===== src/pkg/port_strobe_defines.svh =====
// constants for the port access strobe block
// Summary of operation
// RL1: strobes pulse on port reads and writes only while strobe enable is set
// RL2: each strobe pulse lasts two processor clock cycles, unless a new access of its own kind restarts the sequence and cuts it short
// RL3: write strobe asserts two cycles after port update, active two cycles
// RL4: read returns port pins latched three cycles before read strobe asserts
// RL5: read strobe asserts three cycles after the read, active two cycles
// RL6: nothing is sampled because the read strobe asserts; prefetch hint only
// RL7: external logic holds port input until the read strobe has pulsed
// RL8: external logic uses read strobe to stage next byte before next read
// RL9: with enable clear, port accesses leave both strobes deasserted
`ifndef PORT_STROBE_DEFINES_SVH
`define PORT_STROBE_DEFINES_SVH
`define PS_WR_DELAY 3'h2
`define PS_RD_DELAY 3'h3
`define PS_PULSE_LEN 3'h2
`define PS_DATA_RST 8'h00
`define PS_CNT_RST 3'h0
`endif


===== src/pkg/port_strobe_pkg.sv =====
// types for the port access strobe block
package port_strobe_pkg;
   typedef enum logic [2:0] {
      ST_IDLE = 3'b001,
      ST_WAIT = 3'b010,
      ST_PULSE = 3'b100
   } strobe_state_t;

   typedef struct packed {
      strobe_state_t st;
      logic [2:0] cnt;
   } strobe_seq_t;

   typedef struct packed {
      logic [7:0] pin_s1;
      logic [7:0] pin_s2;
      logic [7:0] rd_data;
      logic [7:0] out_data;
      strobe_seq_t wr;
      strobe_seq_t rd;
   } port_state_t;
endpackage


===== src/design/port_access_strobe.sv =====
// read/write strobe generator for the third io port
`timescale 1ns/1ps
`include "port_strobe_defines.svh"
module port_access_strobe
   import port_strobe_pkg::*;
(
   input wire logic clk_i, // processor clock output rate
   input wire logic sys_rst_i, // sync reset, active high
   input wire logic port_strobe_enable_bit_i, // strobe enable control bit
   input wire logic cpu_wr_i, // processor writes the port, one cycle
   input wire logic [7:0] cpu_wdata_i, // write data
   input wire logic cpu_rd_i, // processor reads the port, one cycle
   output logic [7:0] cpu_rdata_o, // data returned by the last read
   input wire logic [7:0] third_io_port_pin_i, // port pins from outside
   output logic [7:0] third_io_port_o, // port output latch
   output logic rd_strobe_n_o, // read strobe, active low
   output logic wr_strobe_n_o // write strobe, active low
);
   port_state_t s_r;
   port_state_t s_nxt;

   // a new access restarts the sequence; back-to-back accesses stretch nothing
   function automatic strobe_seq_t step(strobe_seq_t q, logic start, logic [2:0] dly);
      strobe_seq_t n;
      n = q;
      if (start)
      begin
         n.st = ST_WAIT;
         n.cnt = dly - 3'h1;
      end
      else
      begin
         case (q.st)
            ST_WAIT:
            begin
               if (q.cnt == 3'h0)
               begin
                  n.st = ST_PULSE;
                  n.cnt = `PS_PULSE_LEN - 3'h1;
               end
               else
                  n.cnt = q.cnt - 3'h1;
            end
            ST_PULSE:
            begin
               if (q.cnt == 3'h0)
                  n.st = ST_IDLE;
               else
                  n.cnt = q.cnt - 3'h1;
            end
            default:
            begin
               n.st = ST_IDLE;
               n.cnt = 3'h0;
            end
         endcase
      end
      return n;
   endfunction

   // one decode for both pins, so they cannot drift apart
   function automatic logic strobe_n(strobe_seq_t q);
      return !(q.st == ST_PULSE);
   endfunction

   function automatic strobe_seq_t seq_idle();
      strobe_seq_t n;
      n.st = ST_IDLE;
      n.cnt = `PS_CNT_RST;
      return n;
   endfunction

   always_comb
   begin
      s_nxt = s_r;
      // two flops: the pins move with no regard to this clock
      s_nxt.pin_s1 = third_io_port_pin_i;
      s_nxt.pin_s2 = s_r.pin_s1;
      if (cpu_wr_i)
         s_nxt.out_data = cpu_wdata_i;
      // read data taken at the read itself, three cycles ahead of the strobe
      if (cpu_rd_i)
         s_nxt.rd_data = s_r.pin_s2; // RL4 RL6
      s_nxt.wr = step(s_r.wr, cpu_wr_i && port_strobe_enable_bit_i, `PS_WR_DELAY); // RL1 RL3 RL9
      s_nxt.rd = step(s_r.rd, cpu_rd_i && port_strobe_enable_bit_i, `PS_RD_DELAY); // RL1 RL5 RL9
   end

   always_ff @(posedge clk_i)
   begin
      if (sys_rst_i)
      begin
         s_r.pin_s1 <= `PS_DATA_RST;
         s_r.pin_s2 <= `PS_DATA_RST;
         s_r.rd_data <= `PS_DATA_RST;
         s_r.out_data <= `PS_DATA_RST;
         s_r.wr <= seq_idle();
         s_r.rd <= seq_idle();
      end
      else
         s_r <= s_nxt;
   end

   assign cpu_rdata_o = s_r.rd_data;
   assign third_io_port_o = s_r.out_data;
   assign wr_strobe_n_o = strobe_n(s_r.wr); // RL2
   assign rd_strobe_n_o = strobe_n(s_r.rd); // RL2

   // a property samples the flops one edge after the edge that loads them

   property p_wr_quiet;
      @(posedge clk_i) disable iff (sys_rst_i)
      cpu_wr_i && port_strobe_enable_bit_i |=> wr_strobe_n_o[*2];
   endproperty
   a_wr_quiet: assert property (p_wr_quiet) else $error("write strobe too early"); // RL3

   property p_wr_timing;
      @(posedge clk_i) disable iff (sys_rst_i)
      cpu_wr_i && port_strobe_enable_bit_i ##1 !cpu_wr_i[*3]
         |-> !wr_strobe_n_o ##1 !wr_strobe_n_o ##1 wr_strobe_n_o;
   endproperty
   a_wr_timing: assert property (p_wr_timing) else $error("write strobe timing wrong"); // RL3

   property p_rd_quiet;
      @(posedge clk_i) disable iff (sys_rst_i)
      cpu_rd_i && port_strobe_enable_bit_i |=> rd_strobe_n_o[*3];
   endproperty
   a_rd_quiet: assert property (p_rd_quiet) else $error("read strobe too early"); // RL5

   property p_rd_timing;
      @(posedge clk_i) disable iff (sys_rst_i)
      cpu_rd_i && port_strobe_enable_bit_i ##1 !cpu_rd_i[*4]
         |-> !rd_strobe_n_o ##1 !rd_strobe_n_o ##1 rd_strobe_n_o;
   endproperty
   a_rd_timing: assert property (p_rd_timing) else $error("read strobe timing wrong"); // RL5

   property p_pulse_len;
      @(posedge clk_i) disable iff (sys_rst_i)
      $fell(rd_strobe_n_o) && !cpu_rd_i |=> !rd_strobe_n_o ##1 rd_strobe_n_o;
   endproperty
   a_pulse_len: assert property (p_pulse_len) else $error("read pulse not two cycles"); // RL2

   property p_wr_len;
      @(posedge clk_i) disable iff (sys_rst_i)
      $fell(wr_strobe_n_o) && !cpu_wr_i |=> !wr_strobe_n_o ##1 wr_strobe_n_o;
   endproperty
   a_wr_len: assert property (p_wr_len) else $error("write pulse not two cycles"); // RL2

   property p_rd_low_max;
      @(posedge clk_i) disable iff (sys_rst_i)
      !rd_strobe_n_o ##1 !rd_strobe_n_o |=> rd_strobe_n_o;
   endproperty
   a_rd_low_max: assert property (p_rd_low_max) else $error("read strobe low too long"); // RL2

   property p_wr_low_max;
      @(posedge clk_i) disable iff (sys_rst_i)
      !wr_strobe_n_o ##1 !wr_strobe_n_o |=> wr_strobe_n_o;
   endproperty
   a_wr_low_max: assert property (p_wr_low_max) else $error("write strobe low too long"); // RL2

   property p_disabled;
      @(posedge clk_i) disable iff (sys_rst_i)
      !port_strobe_enable_bit_i[*6] |-> rd_strobe_n_o && wr_strobe_n_o;
   endproperty
   a_disabled: assert property (p_disabled) else $error("strobe while disabled"); // RL9

   property p_wr_masked;
      @(posedge clk_i) disable iff (sys_rst_i)
      !port_strobe_enable_bit_i[*5] |-> wr_strobe_n_o;
   endproperty
   a_wr_masked: assert property (p_wr_masked) else $error("write strobe while disabled"); // RL9

   property p_enable_gate;
      @(posedge clk_i) disable iff (sys_rst_i)
      $fell(wr_strobe_n_o)
         |-> $past(cpu_wr_i, 3) && $past(port_strobe_enable_bit_i, 3);
   endproperty
   a_enable_gate: assert property (p_enable_gate) else $error("write strobe without enable"); // RL1

   property p_rd_gate;
      @(posedge clk_i) disable iff (sys_rst_i)
      $fell(rd_strobe_n_o)
         |-> $past(cpu_rd_i, 4) && $past(port_strobe_enable_bit_i, 4);
   endproperty
   a_rd_gate: assert property (p_rd_gate) else $error("read strobe without enable"); // RL1

   // pins reach the read latch through both sync flops, so reset must be gone
   property p_rd_data;
      @(posedge clk_i) disable iff (sys_rst_i)
      cpu_rd_i && !$past(sys_rst_i) && !$past(sys_rst_i, 2)
         |=> cpu_rdata_o == $past(third_io_port_pin_i, 3);
   endproperty
   a_rd_data: assert property (p_rd_data) else $error("read data not latched value"); // RL4

   property p_rd_stable;
      @(posedge clk_i) disable iff (sys_rst_i)
      !cpu_rd_i |=> $stable(cpu_rdata_o);
   endproperty
   a_rd_stable: assert property (p_rd_stable) else $error("read data moved without read"); // RL6

   property p_rd_hold;
      @(posedge clk_i) disable iff (sys_rst_i)
      !rd_strobe_n_o |-> $stable(cpu_rdata_o);
   endproperty
   a_rd_hold: assert property (p_rd_hold) else $error("read data moved in strobe"); // RL6

   property p_port_out;
      @(posedge clk_i) disable iff (sys_rst_i)
      cpu_wr_i |=> third_io_port_o == $past(cpu_wdata_i);
   endproperty
   a_port_out: assert property (p_port_out) else $error("port latch not written"); // RL3

   property p_out_hold;
      @(posedge clk_i) disable iff (sys_rst_i)
      !cpu_wr_i |=> $stable(third_io_port_o);
   endproperty
   a_out_hold: assert property (p_out_hold) else $error("port latch moved"); // RL3

   property p_reset_idle;
      @(posedge clk_i)
      sys_rst_i |=> rd_strobe_n_o && wr_strobe_n_o
         && cpu_rdata_o == `PS_DATA_RST && third_io_port_o == `PS_DATA_RST;
   endproperty
   a_reset_idle: assert property (p_reset_idle) else $error("not idle after reset"); // RL1

   // both strobes low at once needs overlapping read and write
   c_write: cover property (@(posedge clk_i) $fell(wr_strobe_n_o));
   c_read: cover property (@(posedge clk_i) $fell(rd_strobe_n_o));
   c_both: cover property (@(posedge clk_i) !rd_strobe_n_o && !wr_strobe_n_o);
   c_masked: cover property (@(posedge clk_i)
      (cpu_wr_i || cpu_rd_i) && !port_strobe_enable_bit_i);
   c_restart: cover property (@(posedge clk_i) cpu_rd_i && !rd_strobe_n_o);
endmodule // port_access_strobe


===== config.mk =====
export PLATFORM = sky130hd
export DESIGN_NAME = port_access_strobe
export DESIGN_NICKNAME = d
export VERILOG_FILES = /design/src/pkg/port_strobe_pkg.sv /design/src/design/port_access_strobe.sv
export VERILOG_INCLUDE_DIRS = /design/src /design/src/pkg
export SDC_FILE = /design/constraint.sdc
export NUM_CORES = 1
export LEC_CHECK = 0
export BUFFER_PORTS_ARGS = -buffer_cell sky130_fd_sc_hd__clkbuf_2
export CAP_MARGIN = 20
export CORE_ASPECT_RATIO = 1.2
export CORE_UTILIZATION = 52
export CTS_CLUSTER_SIZE = 30
export DETAILED_ROUTE_END_ITERATION = 7
export PLACE_DENSITY = 0.77
export SLEW_MARGIN = 30
export SYNTH_ARGS = -nofsm -noshare
export SYNTH_HDL_FRONTEND = slang
export SYNTH_SLANG_ARGS = --single-unit

===== constraint.sdc =====
create_clock -name clk_i -period 1.6 [get_ports clk_i]
set_input_delay 0 -clock clk_i [delete_from_list [all_inputs] [get_ports clk_i]]
set_output_delay 0 -clock clk_i [all_outputs]
set_load 0.01 [all_outputs]

==> impl_metrics.toml <==
[run_status]
status = "completed"

[worst_setup_path]
reg2reg_from = "s_r[0]$_SDFFE_PP0P_"
critPathLaunch = "s_r[0]$_SDFFE_PP0P_"
path_class = "register to register"
critPathLaunchType = "register"
worst_ep_arrival_time_ps = 1800
cp.required_ps = 1880
cp-end-kind = "register"
crit_fanout = 3

[floorplanning]
initial_utilization_pct = 55.5
io_pins = 39
core_um2 = 3080
die_area_um2 = 3520
die_h_um = 64.8
core.rowCount = 22
die_w_um = 54.4

[power]
switching_share_pct = 21.7
p_seq_share_pct = 56.1
power_density_nw_per_um2 = 991
clock_power_share_pct = 34.7
intPower_w = 0.00161
vdd_ir_drop_max_mv = 0.957
p_leak_nw = 0.933
p_comb_share_pct = 9.2
p_sw_w = 0.000447

[synth]
yosysTopAreaCell = "dfxtp_1"
seq_area_frac_synth_pct = 51.5
synth_edf_count = 0
syn_nets = 198
syn_area_um2 = 1710
ys.flop_type = "dfxtp_1"
synthDistinctLibCells = 26
ys_ff_latch = 44
synthTopCellsByCount = "44 x dfxtp_1, 24 x nor2_1, 18 x mux2i_1, 18 x nor2b_1, 16 x buf_4"
async_flop_share_pct = 0
synth.avg_cell_area_um2 = 9.89
yosysMostFrequentCell = "dfxtp_1"
ys_top_cells_by_area = "dfxtp_1 51%, mux2i_1 11%, buf_4 7.0%, nor2b_1 6.6%, nor2_1 5.3%"
yosysWarnings = 0
synthCells = 173
synth.top_cell.area_share_pct = 51.5

[global_route]
grt_pass1_wl_um = 4960
antenna_found_initial = 0
grt_max_degree = 28
grt_overflow = 0
grt_pass1_vias = 1215
grt.total_usage_pct = 20.0

[place]
dp_hpwl_um = 2050
portBuffers = 38
post-place-ws_ps = 103
gp_congestion = 0.774

[hold_path]
worstHoldStart = "cpu_wr_i"
hold_class = "input pin to register"

[sta]
whs_ps = 120
rsz0062_at_grt = "false"
tightest_slew_ps = 330
max_freq_ghz = 0.660
slew_headroom_pct = 78.0
fin_skew_ps = 10.8
min_period_over_period_pct = 94.7
slew_viol_final = 0
tns_ps = 0
finalHoldViolations = 0
worst_slack_ps = 85.2
period_needed_ps = 1510
finalSetupViolCount = 0

[cells_and_area]
fill_cells = 258
n_antenna_cell = 0
area.growth.synth_to_final_pct = 21.6
drive_above_1_share_pct = 23.1
fin_nets = 240

[drt]
routedWlPerCell_um = 12.2
drt_iter0_drc = 28
wl_um = 3080
ant_nets = 0
vias = 1251
drc = 0
drt_pass1_iterations = 4
avgViaCountPerCell = 4.96

[clocking]
clk_pin_slew_ps = 120
cts_buffer_depth = 2
numCtsBuffers = 5
cts_max_level = 2
clock-sinks = 44
tritoncts = "done"
clkLatencyLatePin_ps = 350
root_buffer = "clkbuf_4"

[flow_run]
maxCapViolations = 0
[kinds of logic (layout without fill, tap and decap cells)]
group | Yosys count | count (layout) | share of synthesized area (%)
and+or+nand+nor | 67 | 67 | 20.2
DFF | 44 | 44 | 51.5
buffers and inverters | 26 | 69 | 9.36
muxes | 18 | 18 | 10.5
AOI/OAI and AO/OA | 14 | 14 | 5.49
adders and majority gates | 4 | 4 | 2.93
[power groups by stage]
stage	clock [W]	sequential, W	combinational, W
finish	0.000716	0.00116	0.000189
floorplan	0	0.00118	0.000121
global placement	0	0.00118	0.000146
global route	0.000782	0.00116	0.000211
CTS	0.000738	0.00116	0.000189
detailed placement	0	0.00118	0.000155
[flip-flops by register name, summed over array words and instances (netlist names)]
| signal | cells |
|---|---|
| cpu_rdata_o | 8 |
| s_r | 20 |
| third_io_port_o | 8 |
| s_nxt | 8 |
[worst paths after layout]
path,endpoint,slack [ps],depth (start not counted)
setup / recovery,s_r[1]$_SDFFE_PP0P_,90,5
hold / removal,third_io_port_o[6]$_SDFFE_PP0P_,120,3
setup reg to reg,s_r[1]$_SDFFE_PP0P_,90,5
hold reg to reg,s_r[30]$_SDFF_PP0_,450,1
[what timing repair did]
action | 4_1_cts | 5_1_grt
hold endpoints to repair | 20 | 0
setup buffers | 0 | 0
hold buffers | 18 | 0
endpoints found under the setup margin | 0 | 1
gates resized for setup | 0 | 1
[layout make-up]
cell class | count | area, µm² | area share, %
flip-flops and latches | 44 | 882 | 42.4
multi-input cells | 103 | 669 | 32.2
repair buffers | 57 | 378 | 18.2
clock buffers | 6 | 51.3 | 2.47
well taps | 36 | 45.0 | 2.17
clock inverters | 2 | 38.8 | 1.87
inverters | 4 | 15.0 | 0.722
[metrics by stage]
stage	instance area, µm²	total power [W]	utilization, %	std cells
after floorplan	1710	0.00130	-	173
after detailed placement	1810	0.00133	58.6	226
after global placement	1810	0.00132	58.6	226
after global routing	2080	0.00215	67.5	252
final	2080	0.00206	67.5	252
after CTS	2080	0.00208	67.4	252
[metal layers]
metal  vias up  global-route usage [%]  wire (µm)
met2        45                    35.5       1540
met1       559                    19.1       1280
met4         0                    9.62         87
met3        10                    7.51        174
met5         -                       0          0
li1        637                       -          -
[worst max-delay path: stages, from the launching register on]
cell and delay, ps:
dfxtp_2 360, inv_1 70, ha_1 230, nor2b_1 160, or4_1 460, a31oi_1 170
[layout by cell type (no fill, tap or decap)]
cell / instances
dfxtp_1: 43
clkbuf_2: 38
nor2_1: 24
mux2i_1: 18
nor2b_1: 18
dlygate4sd3_1: 18
nand2b_1: 8
nand2_1: 6
clkbuf_4: 5
inv_1: 4
a21oi_1: 4
ha_1: 4
nor3_1: 3
or3_1: 3
a21o_1: 3
o21ai_0: 2
nor2b_2: 1
or2_2: 1
nor4_1: 1
a211o_1: 1
and2b_1: 1
or4_1: 1
a31oi_1: 1
a221oi_1: 1
o21a_1: 1
o32a_1: 1
clkbuf_8: 1
bufinv_16: 1
clkinv_4: 1
buf_4: 1
dfxtp_2: 1
(Power assumes the default switching activity.)
